### config.mk
export PLATFORM = sky130hd
export DESIGN_NAME = fp_exc_invalid
export DESIGN_NICKNAME = d
export VERILOG_FILES = /design/src/fp_exc_pending.v /design/src/fp_exc_invalid.v
export VERILOG_INCLUDE_DIRS = /design/src /design/src/src
export SDC_FILE = /design/constraint.sdc
export NUM_CORES = 1
export LEC_CHECK = 0
export BUFFER_PORTS_ARGS = -buffer_cell sky130_fd_sc_hd__buf_2
export CORE_MARGIN = 3
export CORE_UTILIZATION = 23
export CTS_CLUSTER_DIAMETER = 60
export CTS_CLUSTER_SIZE = 40
export DETAILED_ROUTE_END_ITERATION = 10
export SKIP_LAST_GASP = 1
export SLEW_MARGIN = 20
export SYNTH_ARGS = -nofsm -noshare
export SYNTH_HDL_FRONTEND = slang
export SYNTH_SLANG_ARGS = --single-unit
### constraint.sdc
create_clock -name ref_clk -period 1.8 [get_ports ref_clk]
set_clock_uncertainty 0.05 [all_clocks]
set_input_delay 0.18 -clock ref_clk [delete_from_list [all_inputs] [get_ports ref_clk]]
set_output_delay 0.18 -clock ref_clk [all_outputs]
set_load 0.01 [all_outputs]
### src/fp_exc_defs.vh
// Constants for the floating-point invalid-operation exception unit
`ifndef FP_EXC_DEFS_VH
`define FP_EXC_DEFS_VH

// Mode encodings {fp_exc_mode_hi, fp_exc_mode_lo}
`define MODE_IGNORE 2'h0
`define MODE_IMP_NONREC 2'h1
`define MODE_IMP_REC 2'h2
`define MODE_PRECISE 2'h3

// Operation classes presented by the pipeline
`define OP_ARITH 3'h0
`define OP_ROUND_SINGLE 3'h1
`define OP_CMP_ORDERED 3'h2
`define OP_CVT64 3'h3
`define OP_CVT32 3'h4
`define OP_MOVE 3'h5
`define OP_CMP_UNORDERED 3'h6

// Invalid-flag vector positions
`define VX_SNAN 0
`define VX_ISI 1
`define VX_IDI 2
`define VX_ZDZ 3
`define VX_IMZ 4
`define VX_VC 5
`define VX_SOFT 6
`define VX_SQRT 7
`define VX_CVI 8
`define VX_W 9

// Register interface
`define ADDR_CTRL 4'h0
`define ADDR_FLAGS 4'h1
`define ADDR_SUMMARY 4'h2
`define ADDR_PENDING 4'h3

// Result constants
`define QNAN_DP 64'h7FF8000000000000
`define INT64_MAX 64'h7FFFFFFFFFFFFFFF
`define INT64_MIN 64'h8000000000000000
`define INT32_MAX 32'h7FFFFFFF
`define INT32_MIN 32'h80000000
`define RESULT_CLASS_FIELD_QNAN 5'h11
`define FP_CONDITION_CODE_UNORD 4'h1

`endif

### src/fp_exc_pending.v
// Small pending-invocation tracker holding the faulting instruction tag
`timescale 1ns/1ps
`default_nettype none
module fp_exc_pending #(
	parameter TAG_W = 8
) (
	// Clock and reset
	input wire ref_clk,
	input wire rst,
	// Capture and release
	input wire capture,
	input wire [TAG_W-1:0] capture_tag,
	input wire release_now,
	input wire discard,
	// State
	output reg pending_q,
	output reg [TAG_W-1:0] tag_q
);
	always @(posedge ref_clk or posedge rst) begin
		if (rst) begin
			pending_q <= 1'b0;
			tag_q <= {TAG_W{1'b0}};
		end else begin
			// A new fault keeps the oldest tag so recovery starts at the first culprit
			if (capture && (!pending_q || release_now || discard)) begin
				pending_q <= 1'b1;
				tag_q <= capture_tag;
			end else if (release_now || discard) begin
				pending_q <= 1'b0;
			end
		end
	end
endmodule
`default_nettype wire

### src/fp_exc_invalid.v
// Floating-point invalid-operation detection, status update and handler invocation
// Operation
// - ignore mode never invokes the handler
// - nonrecoverable mode may invoke late
// - recoverable mode late, faulting tag supplied, younger held
// - precise mode invokes at faulting instruction
// - status instruction flushes pending imprecise invocations
// - result writes depend only on enables
// - first enabled fault or software request with nonzero mode traps
// - signaling NaN flags except move-type ops
// - inf-inf, inf/inf, 0/0, inf*0 flag separately
// - ordered compare with NaN flags compare
// - invalid compare keeps flags, sets unordered
// - negative nonzero root sets root flag
// - oversize, infinite or NaN convert flags
// - software request flag raises invalid exception
// - software request keeps written round/class fields
// - one or two flags set regardless
// - enabled: target, class unchanged, summary set
// - disabled arithmetic writes quiet NaN, class
// - positive invalid convert64 saturates most positive
// - negative/NaN invalid convert64 saturates most negative
// - convert32 saturates low word by sign
// - sticky summary set on new flag
// - enabled summary follows flags and enables
`include "fp_exc_defs.vh"
`timescale 1ns/1ps
`default_nettype none
module fp_exc_invalid #(
	parameter TAG_W = 8
) (
	// Clock and reset
	input wire ref_clk,
	input wire rst,
	// Machine state mode bits
	input wire fp_exc_mode_hi,
	input wire fp_exc_mode_lo,
	// Instruction from the execution pipeline
	input wire op_valid,
	input wire [2:0] op_class,
	input wire [TAG_W-1:0] op_tag,
	input wire op_is_add_sub,
	input wire op_is_div,
	input wire op_is_mul,
	input wire op_is_root,
	input wire op_status_instr,
	input wire a_snan,
	input wire b_snan,
	input wire c_snan,
	input wire a_nan,
	input wire b_nan,
	input wire a_inf,
	input wire b_inf,
	input wire c_inf,
	input wire a_zero,
	input wire b_zero,
	input wire c_zero,
	input wire a_neg,
	input wire eff_sub,
	input wire cvt_too_big,
	// Software write of status fields
	input wire sw_write,
	input wire [`VX_W-1:0] sw_flags,
	input wire sw_round_up,
	input wire sw_inexact,
	input wire [4:0] sw_class,
	// Register port
	input wire [3:0] reg_addr,
	input wire [31:0] reg_wdata,
	input wire reg_wr,
	input wire reg_rd,
	output reg [31:0] reg_rdata_q,
	// Result to target register
	output reg result_write_q,
	output reg [63:0] result_data_q,
	output reg result_upper_only_q,
	// Status fields
	output reg [`VX_W-1:0] vx_flags_q,
	output reg exception_summary_sticky_q,
	output reg enabled_exception_summary_q,
	output reg round_up_flag_q,
	output reg round_inexact_flag_q,
	output reg [4:0] result_class_field_q,
	output reg [3:0] fp_condition_code_q,
	// Exception sequencer
	output wire hold_younger,
	output reg handler_invoke_q,
	output reg [TAG_W-1:0] fault_tag_q
);
	reg invalid_op_enable_q;
	reg [`VX_W-1:0] det;
	reg [`VX_W-1:0] flags_d;
	reg sticky_d;
	reg fex_d;
	reg raise;
	wire [1:0] mode = {fp_exc_mode_hi, fp_exc_mode_lo};
	// Decoded modes keep the invocation logic readable
	wire mode_ignore = (mode == `MODE_IGNORE);
	wire mode_nonrec = (mode == `MODE_IMP_NONREC);
	wire mode_rec = (mode == `MODE_IMP_REC);
	wire mode_precise = (mode == `MODE_PRECISE);
	wire imprecise = mode_nonrec || mode_rec;

	wire pending_q;
	wire [TAG_W-1:0] pend_tag_q;
	wire move_like = (op_class == `OP_MOVE);
	wire any_nan = a_nan | b_nan;
	wire any_snan = a_snan | b_snan | c_snan;
	wire ctl_wr = reg_wr && (reg_addr == `ADDR_CTRL);
	wire flag_wr = reg_wr && (reg_addr == `ADDR_FLAGS);

	// Individual conditions; op_valid qualifies them in the detector
	wire cond_snan = any_snan && !move_like;
	wire cond_isi = op_is_add_sub && a_inf && b_inf && eff_sub;
	wire cond_idi = op_is_div && a_inf && b_inf;
	wire cond_zdz = op_is_div && a_zero && b_zero;
	wire cond_imz = op_is_mul && ((a_inf && c_zero) || (a_zero && c_inf));
	wire cond_vc = (op_class == `OP_CMP_ORDERED) && any_nan;
	// A NaN operand is excluded whatever its sign, so a NaN root only raises the signaling flag
	wire cond_sqrt = op_is_root && a_neg && !a_zero && !a_nan;
	wire cond_cvi = ((op_class == `OP_CVT64) || (op_class == `OP_CVT32)) &&
		(cvt_too_big || a_inf || a_nan);

	// Detection of invalid conditions
	always @* begin
		det = {`VX_W{1'b0}};
		if (op_valid) begin
			det[`VX_SNAN] = cond_snan;
			det[`VX_ISI] = cond_isi;
			det[`VX_IDI] = cond_idi;
			det[`VX_ZDZ] = cond_zdz;
			det[`VX_IMZ] = cond_imz;
			det[`VX_VC] = cond_vc;
			det[`VX_SQRT] = cond_sqrt;
			det[`VX_CVI] = cond_cvi;
		end
	end

	// Any detected condition is an invalid operation
	wire invalid = |det;
	// Software may also raise the request through the flags register
	wire [`VX_W-1:0] sw_set = (sw_write ? sw_flags : {`VX_W{1'b0}}) |
		(flag_wr ? reg_wdata[`VX_W-1:0] : {`VX_W{1'b0}});
	wire soft_new = sw_set[`VX_SOFT] && !vx_flags_q[`VX_SOFT];
	// Compares and converts take their own status actions
	wire cvt = (op_class == `OP_CVT64) || (op_class == `OP_CVT32);
	wire cmp = (op_class == `OP_CMP_ORDERED) || (op_class == `OP_CMP_UNORDERED);

	// Saturation follows the operand sign; a NaN counts as negative
	wire cvt_neg = a_neg || a_nan;

	// Each condition bit is sticky: once set, only reset clears it
	wire [`VX_W-1:0] flag_next;
	genvar gi;
	generate
		for (gi = 0; gi < `VX_W; gi = gi + 1) begin : g_flag
			assign flag_next[gi] = vx_flags_q[gi] | det[gi] | sw_set[gi];
		end
	endgenerate
	// Bits raised this cycle, for the sticky summary
	wire [`VX_W-1:0] flag_rise = flag_next & ~vx_flags_q;
	// An enabled invalid operation or a fresh software request sets the enabled summary
	wire trap_cause = invalid || soft_new;

	// Status field next state
	always @* begin
		flags_d = flag_next;
		sticky_d = exception_summary_sticky_q;
		// A software write that sets a bit counts even when the bit was already set
		if ((|flag_rise) || (|sw_set)) begin
			sticky_d = 1'b1;
		end
		fex_d = enabled_exception_summary_q;
		// Only the invalid enable is modelled; summary follows its flags
		if (invalid_op_enable_q && (|flags_d)) begin
			fex_d = 1'b1;
		end
		// Only the first enabled fault traps; later ones wait for a summary clear
		raise = invalid_op_enable_q && trap_cause && !enabled_exception_summary_q;
		if (ctl_wr) begin
			// A clear by software loses to an enabled fault in the same cycle
			fex_d = reg_wdata[2] | (invalid_op_enable_q && trap_cause);
		end
	end

	// Condition bits and the two summaries
	always @(posedge ref_clk or posedge rst) begin
		if (rst) begin
			vx_flags_q <= {`VX_W{1'b0}};
			exception_summary_sticky_q <= 1'b0;
			enabled_exception_summary_q <= 1'b0;
			invalid_op_enable_q <= 1'b0;
		end else begin
			vx_flags_q <= flags_d;
			exception_summary_sticky_q <= sticky_d;
			enabled_exception_summary_q <= fex_d;
			if (ctl_wr) begin
				invalid_op_enable_q <= reg_wdata[0];
			end
		end
	end

	// Rounding flags and result class
	// A software write wins over a same-cycle instruction so the request keeps its fields
	always @(posedge ref_clk or posedge rst) begin
		if (rst) begin
			round_up_flag_q <= 1'b0;
			round_inexact_flag_q <= 1'b0;
			result_class_field_q <= 5'h00;
		end else if (sw_write) begin
			round_up_flag_q <= sw_round_up;
			round_inexact_flag_q <= sw_inexact;
			result_class_field_q <= sw_class;
		end else if (invalid && !cmp) begin
			round_up_flag_q <= 1'b0;
			round_inexact_flag_q <= 1'b0;
			// Enabled keeps the class; converts leave it undefined, so it is kept too
			if (!invalid_op_enable_q && !cvt) begin
				result_class_field_q <= `RESULT_CLASS_FIELD_QNAN;
			end
		end
	end

	// Condition code; compares leave the rounding flags and class alone
	always @(posedge ref_clk or posedge rst) begin
		if (rst) begin
			fp_condition_code_q <= 4'h0;
		end else if (invalid && cmp && !sw_write) begin
			fp_condition_code_q <= `FP_CONDITION_CODE_UNORD;
		end
	end

	// Result delivery depends on the enable alone, never on the mode
	always @(posedge ref_clk or posedge rst) begin
		if (rst) begin
			result_write_q <= 1'b0;
			result_data_q <= 64'h0000000000000000;
			result_upper_only_q <= 1'b0;
		end else begin
			result_write_q <= 1'b0;
			result_upper_only_q <= 1'b0;
			// Write pulse lasts one cycle; the data hold until the next write
			if (invalid && !invalid_op_enable_q && !cmp) begin
				result_write_q <= 1'b1;
				if (op_class == `OP_CVT64) begin
					if (cvt_neg) begin
						result_data_q <= `INT64_MIN;
					end else begin
						result_data_q <= `INT64_MAX;
					end
				end else if (op_class == `OP_CVT32) begin
					// High word left undefined; zero is the cheapest choice
					result_upper_only_q <= 1'b1;
					if (cvt_neg) begin
						result_data_q <= {32'h00000000, `INT32_MIN};
					end else begin
						result_data_q <= {32'h00000000, `INT32_MAX};
					end
				end else begin
					result_data_q <= `QNAN_DP;
				end
			end
		end
	end

	// Handler invocation by mode
	wire precise_trap = raise && mode_precise;
	// A status-register instruction forces a pending imprecise entry out now
	wire flush = op_valid && op_status_instr && imprecise;
	wire cap = raise && imprecise;
	// A pending fault is handed over exactly once, the cycle after capture or on a
	// flush; a switch to ignore mode drops it without an entry
	wire deliver = pending_q && !mode_ignore && !precise_trap;

	fp_exc_pending #(
		.TAG_W(TAG_W)
	) u_pending (
		.ref_clk(ref_clk),
		.rst(rst),
		.capture(cap),
		.capture_tag(op_tag),
		.release_now(deliver || flush),
		.discard(mode_ignore),
		.pending_q(pending_q),
		.tag_q(pend_tag_q)
	);

	// Younger instructions wait on a recoverable pending fault
	assign hold_younger = pending_q && mode_rec;

	always @(posedge ref_clk or posedge rst) begin
		if (rst) begin
			handler_invoke_q <= 1'b0;
			fault_tag_q <= {TAG_W{1'b0}};
		end else begin
			handler_invoke_q <= 1'b0;
			if (mode == `MODE_IGNORE) begin
				handler_invoke_q <= 1'b0;
			end else if (precise_trap) begin
				handler_invoke_q <= 1'b1;
				fault_tag_q <= op_tag;
			end else if (deliver) begin
				// The tag lets recoverable-mode software find and redo the culprit
				handler_invoke_q <= 1'b1;
				fault_tag_q <= pend_tag_q;
			end
		end
	end

	// Register reads
	always @(posedge ref_clk or posedge rst) begin
		if (rst) begin
			reg_rdata_q <= 32'h00000000;
		end else begin
			// Zero outside the read cycle so a stale value never looks fresh
			reg_rdata_q <= 32'h00000000;
			if (reg_rd) begin
				case (reg_addr)
					`ADDR_CTRL: begin
						reg_rdata_q <= {29'h0, enabled_exception_summary_q, mode_ignore,
							invalid_op_enable_q};
					end
					`ADDR_FLAGS: begin
						reg_rdata_q <= {23'h0, vx_flags_q};
					end
					`ADDR_SUMMARY: begin
						reg_rdata_q <= {30'h0, enabled_exception_summary_q,
							exception_summary_sticky_q};
					end
					// The pending tag only fits while TAG_W stays below 32
					`ADDR_PENDING: begin
						reg_rdata_q <= {{(31-TAG_W){1'b0}}, pend_tag_q, pending_q};
					end
					default: begin
						reg_rdata_q <= 32'h00000000;
					end
				endcase
			end
		end
	end
endmodule
`default_nettype wire

==> flow_metrics.tcl <==
set metrics [dict create \
    status "complete, but fails checks" \
    violations "setup timing" \
    io_pins 220 \
    ys_async_sr_fraction_pct 100 \
    io_buffer_count 170 \
    pwr-share-clk_pct 29.6 \
    gr-total-overflow 0 \
    worstPathMaxFanout 7 \
    seqCellArea_mm2 0.00135 \
    yosys.area_share.simple_pct 18.5 \
    cts_root_buf "clkbuf_16" \
    cts.clk_slew.worst_paths_ps 80 \
    hpwl_um 9110 \
    synth_cells 370 \
    power.share.sequential_pct 41.9 \
    htreeDepth 2 \
    grt_first_pass_wirelength_um 16600 \
    dr.pass1.iters 4 \
    fin_area_mm2 0.00460 \
    syn_area_mm2 0.00356 \
    vias 3150 \
    synthMuxAreaShare_pct 7.91 \
    max_freq_mhz 542 \
    cts_max_path_buffers 2 \
    synth_xor_xnor_area_share_pct 0 \
    postSynthAreaPerCell_um2 9.61 \
    holdWs_ps 38.3 \
    max_slew.worst_pin.slew_ps 690 \
    leakage_uw 0.00237 \
    viasPerCell 4.48 \
    maxCapViolCount 0 \
    max_slew_margin_pct 54.0 \
    synth_compound_area_share_pct 14.4 \
    areaGrowthSynthToFinish_pct 29.3 \
    required_ps 1930 \
    hold_viol_final 0 \
    core-area_mm2 0.0148 \
    drt_iter0_markers 157 \
    ys_seq_area_share_pct 38.0 \
    synthAdderAreaFrac_pct 1.06 \
    path_buf_inv 0 \
    worst_skew_pair.late_latency_ps 300 \
    startpoint_type "flip-flop" \
    rows 44 \
    ys.flop_type "dfrtp_1" \
    multiInputGateArea_mm2 0.00163 \
    synth_most_common_cell "buf_4" \
    remaining_drc_errors 0 \
    finalSetupViolCount 15 \
    placed_cell_area_mm2 0.00437 \
    ys_ff_latch 54 \
    path_class "flip-flop to flip-flop" \
    reg2reg_slack_ps -50 \
    synth.top_cells.by_count "85 x buf_4, 54 x dfrtp_1, 25 x nand2_1" \
    cpLargestDelayFamily "compound AO/OA/AOI/OAI gates" \
    cts_sinks 54 \
    critPathMaxStageDelay_ps 420 \
    synth_top_family_by_area "buffers and inverters" \
    switchingPower_uw 1100 \
    rsz0062_at_grt "yes" \
    dieHeight_um 130 \
    track_usage_pct 12.7 \
    setup_ws_ps -45.9 \
    yosys_warnings 0 \
    crit_slowest_cell "o31a_1" \
    initial_core_util_pct 24.0 \
    utilization_pct 31.0 \
    pwr-share-comb_pct 28.5 \
    cts_tree "done" \
    arrival_ps 1980 \
    yosysUniqueCellTypes 63 \
    synth_top_area_cell "dfrtp_1" \
    drtAntennaViolNets 0 \
    die_area_mm2 0.0170 \
    synth_area_leaders "dfrtp_1 38%, buf_4 18%, mux2_2 4.1%, nand2_1 2.6%, mux2i_1 2.5%" \
    nets 610 \
    crit_chain "and3b_1 > o2bb2ai_2 > nand3b_1 > o31a_1 > o221a_1" \
    hold_path.class "input port to flip-flop" \
    antenna_found_initial 1 \
    drive_above_1_share_pct 48.8 \
    p_int_uw 2340 \
    peakVddDrop_mv 0.358 \
    cts_buffers 5 \
    tns_ps -452 \
    synth_edf_count 0 \
    grt_max_degree 55 \
    gp_congestion 0.883 \
    fill_cells 1548 \
    maxSlewViolCount 0 \
    post_drt_wl_per_cell_um 16.0 \
    end_kind "flip-flop" \
    p_per_area_mw_per_mm2 749 \
    period_needed_ps 1850 \
    drt-total-wl_um 11300 \
    p_total_uw 3450 \
    grt_pass1_vias 2922 \
    die_w_um 130 \
    period_share_pct 103 \
    swShare_pct 32.0 \
    synth.top_cell.area_share_pct 38.0 \
]
-- layout make-up --
type | instances | share of cell area (%)
Antenna cell | 1 | 0.0544
Clock buffer | 5 | 2.72
Clock inverter | 3 | 0.571
Inverter | 7 | 0.571
Multi-Input combinational cell | 237 | 35.5
Sequential cell | 54 | 29.4
Tap cell | 184 | 5.01
Timing Repair Buffer | 212 | 26.2
-- worst paths after layout --
path	from	endpoint	depth (start not counted)
min in group asynchronous	rst	reg_rdata_q[7]$_DFF_PP0_	4
worst min register to register	fp_condition_code_q[0]$_DFFE_PP0P_	fp_condition_code_q[0]$_DFFE_PP0P_	1
max in group asynchronous	rst	fp_condition_code_q[0]$_DFFE_PP0P_	4
worst max register to register	vx_flags_q[6]$_DFF_PP0_	fault_tag_q[7]$_DFFE_PP0P_	5
worst min-delay path	sw_class[2]	result_class_field_q[2]$_DFFE_PP0P_	3
worst max-delay path	vx_flags_q[6]$_DFF_PP0_	fault_tag_q[7]$_DFFE_PP0P_	5
-- worst min-delay path: stages --
cell	delay, ps
buf_2	70
nand2_1	40
o21ai_0	60
-- repair_timing --
action,in CTS,in global routing
hold buffers,1,0
resized for setup,6,2
cloned,0,0
endpoints found under the hold margin,54,0
buffers inserted,3,0
pin swaps,2,0
endpoints found under the setup margin,17,27
-- placed cells by master, fill, tap and decap left out, types with 6 or more instances in the layout --
cell and instances:
buf_2 170, buf_4 38, conb_1 26, dfrtp_1 54
inv_1 6, mux2_2 9, mux2i_1 9, nand2_1 25
nand2b_1 13, nand3_1 11, nor2_1 17, nor3_1 13
o21ai_0 17, o221a_1 7
-- metal layers --
metal | routed length [um] | vias up | track usage (%)
li1 | - | 1501 | -
met1 | 4890 | 1487 | 16.7
met2 | 5190 | 147 | 20.7
met3 | 1040 | 13 | 3.77
met4 | 127 | 2 | 2.60
met5 | 13 | - | 0
-- sequential cells by signal (all words and copies together), names as in the netlist, 5 cells and up --
signal and cells:
u_pending.tag_q 8, fault_tag_q 8, reg_rdata_q 9, result_data_q 5
vx_flags_q 9, result_class_field_q 5
-- kinds of logic after synthesis --
logic type	after synthesis
flops	54
compound gates	66
other cells	1
fa+ha+maj	3
mux	24
buf+inv	104
simple gates	118
-- power by group through the flow --
| stage | clock (uW) | sequential (uW) | combinational, uW |
|---|---|---|---|
| finish | 1020 | 1440 | 982 |
| global route | 1110 | 1470 | 1080 |
| CTS | 1060 | 1450 | 994 |
| detailed placement | 0 | 1470 | 976 |
| global placement | 0 | 1470 | 964 |
| floorplan | 0 | 1500 | 654 |
-- through the flow --
step           setup WS [ps]  std cells
2_1_floorplan          -41.2        395
4_1_cts                -39.1        702
6_report               -45.9        703
3_3_place_gp            -337        690
5_1_grt                 -142        702
3_5_place_dp            -330        690
No activity file was read; power rests on OpenSTA's default activity.
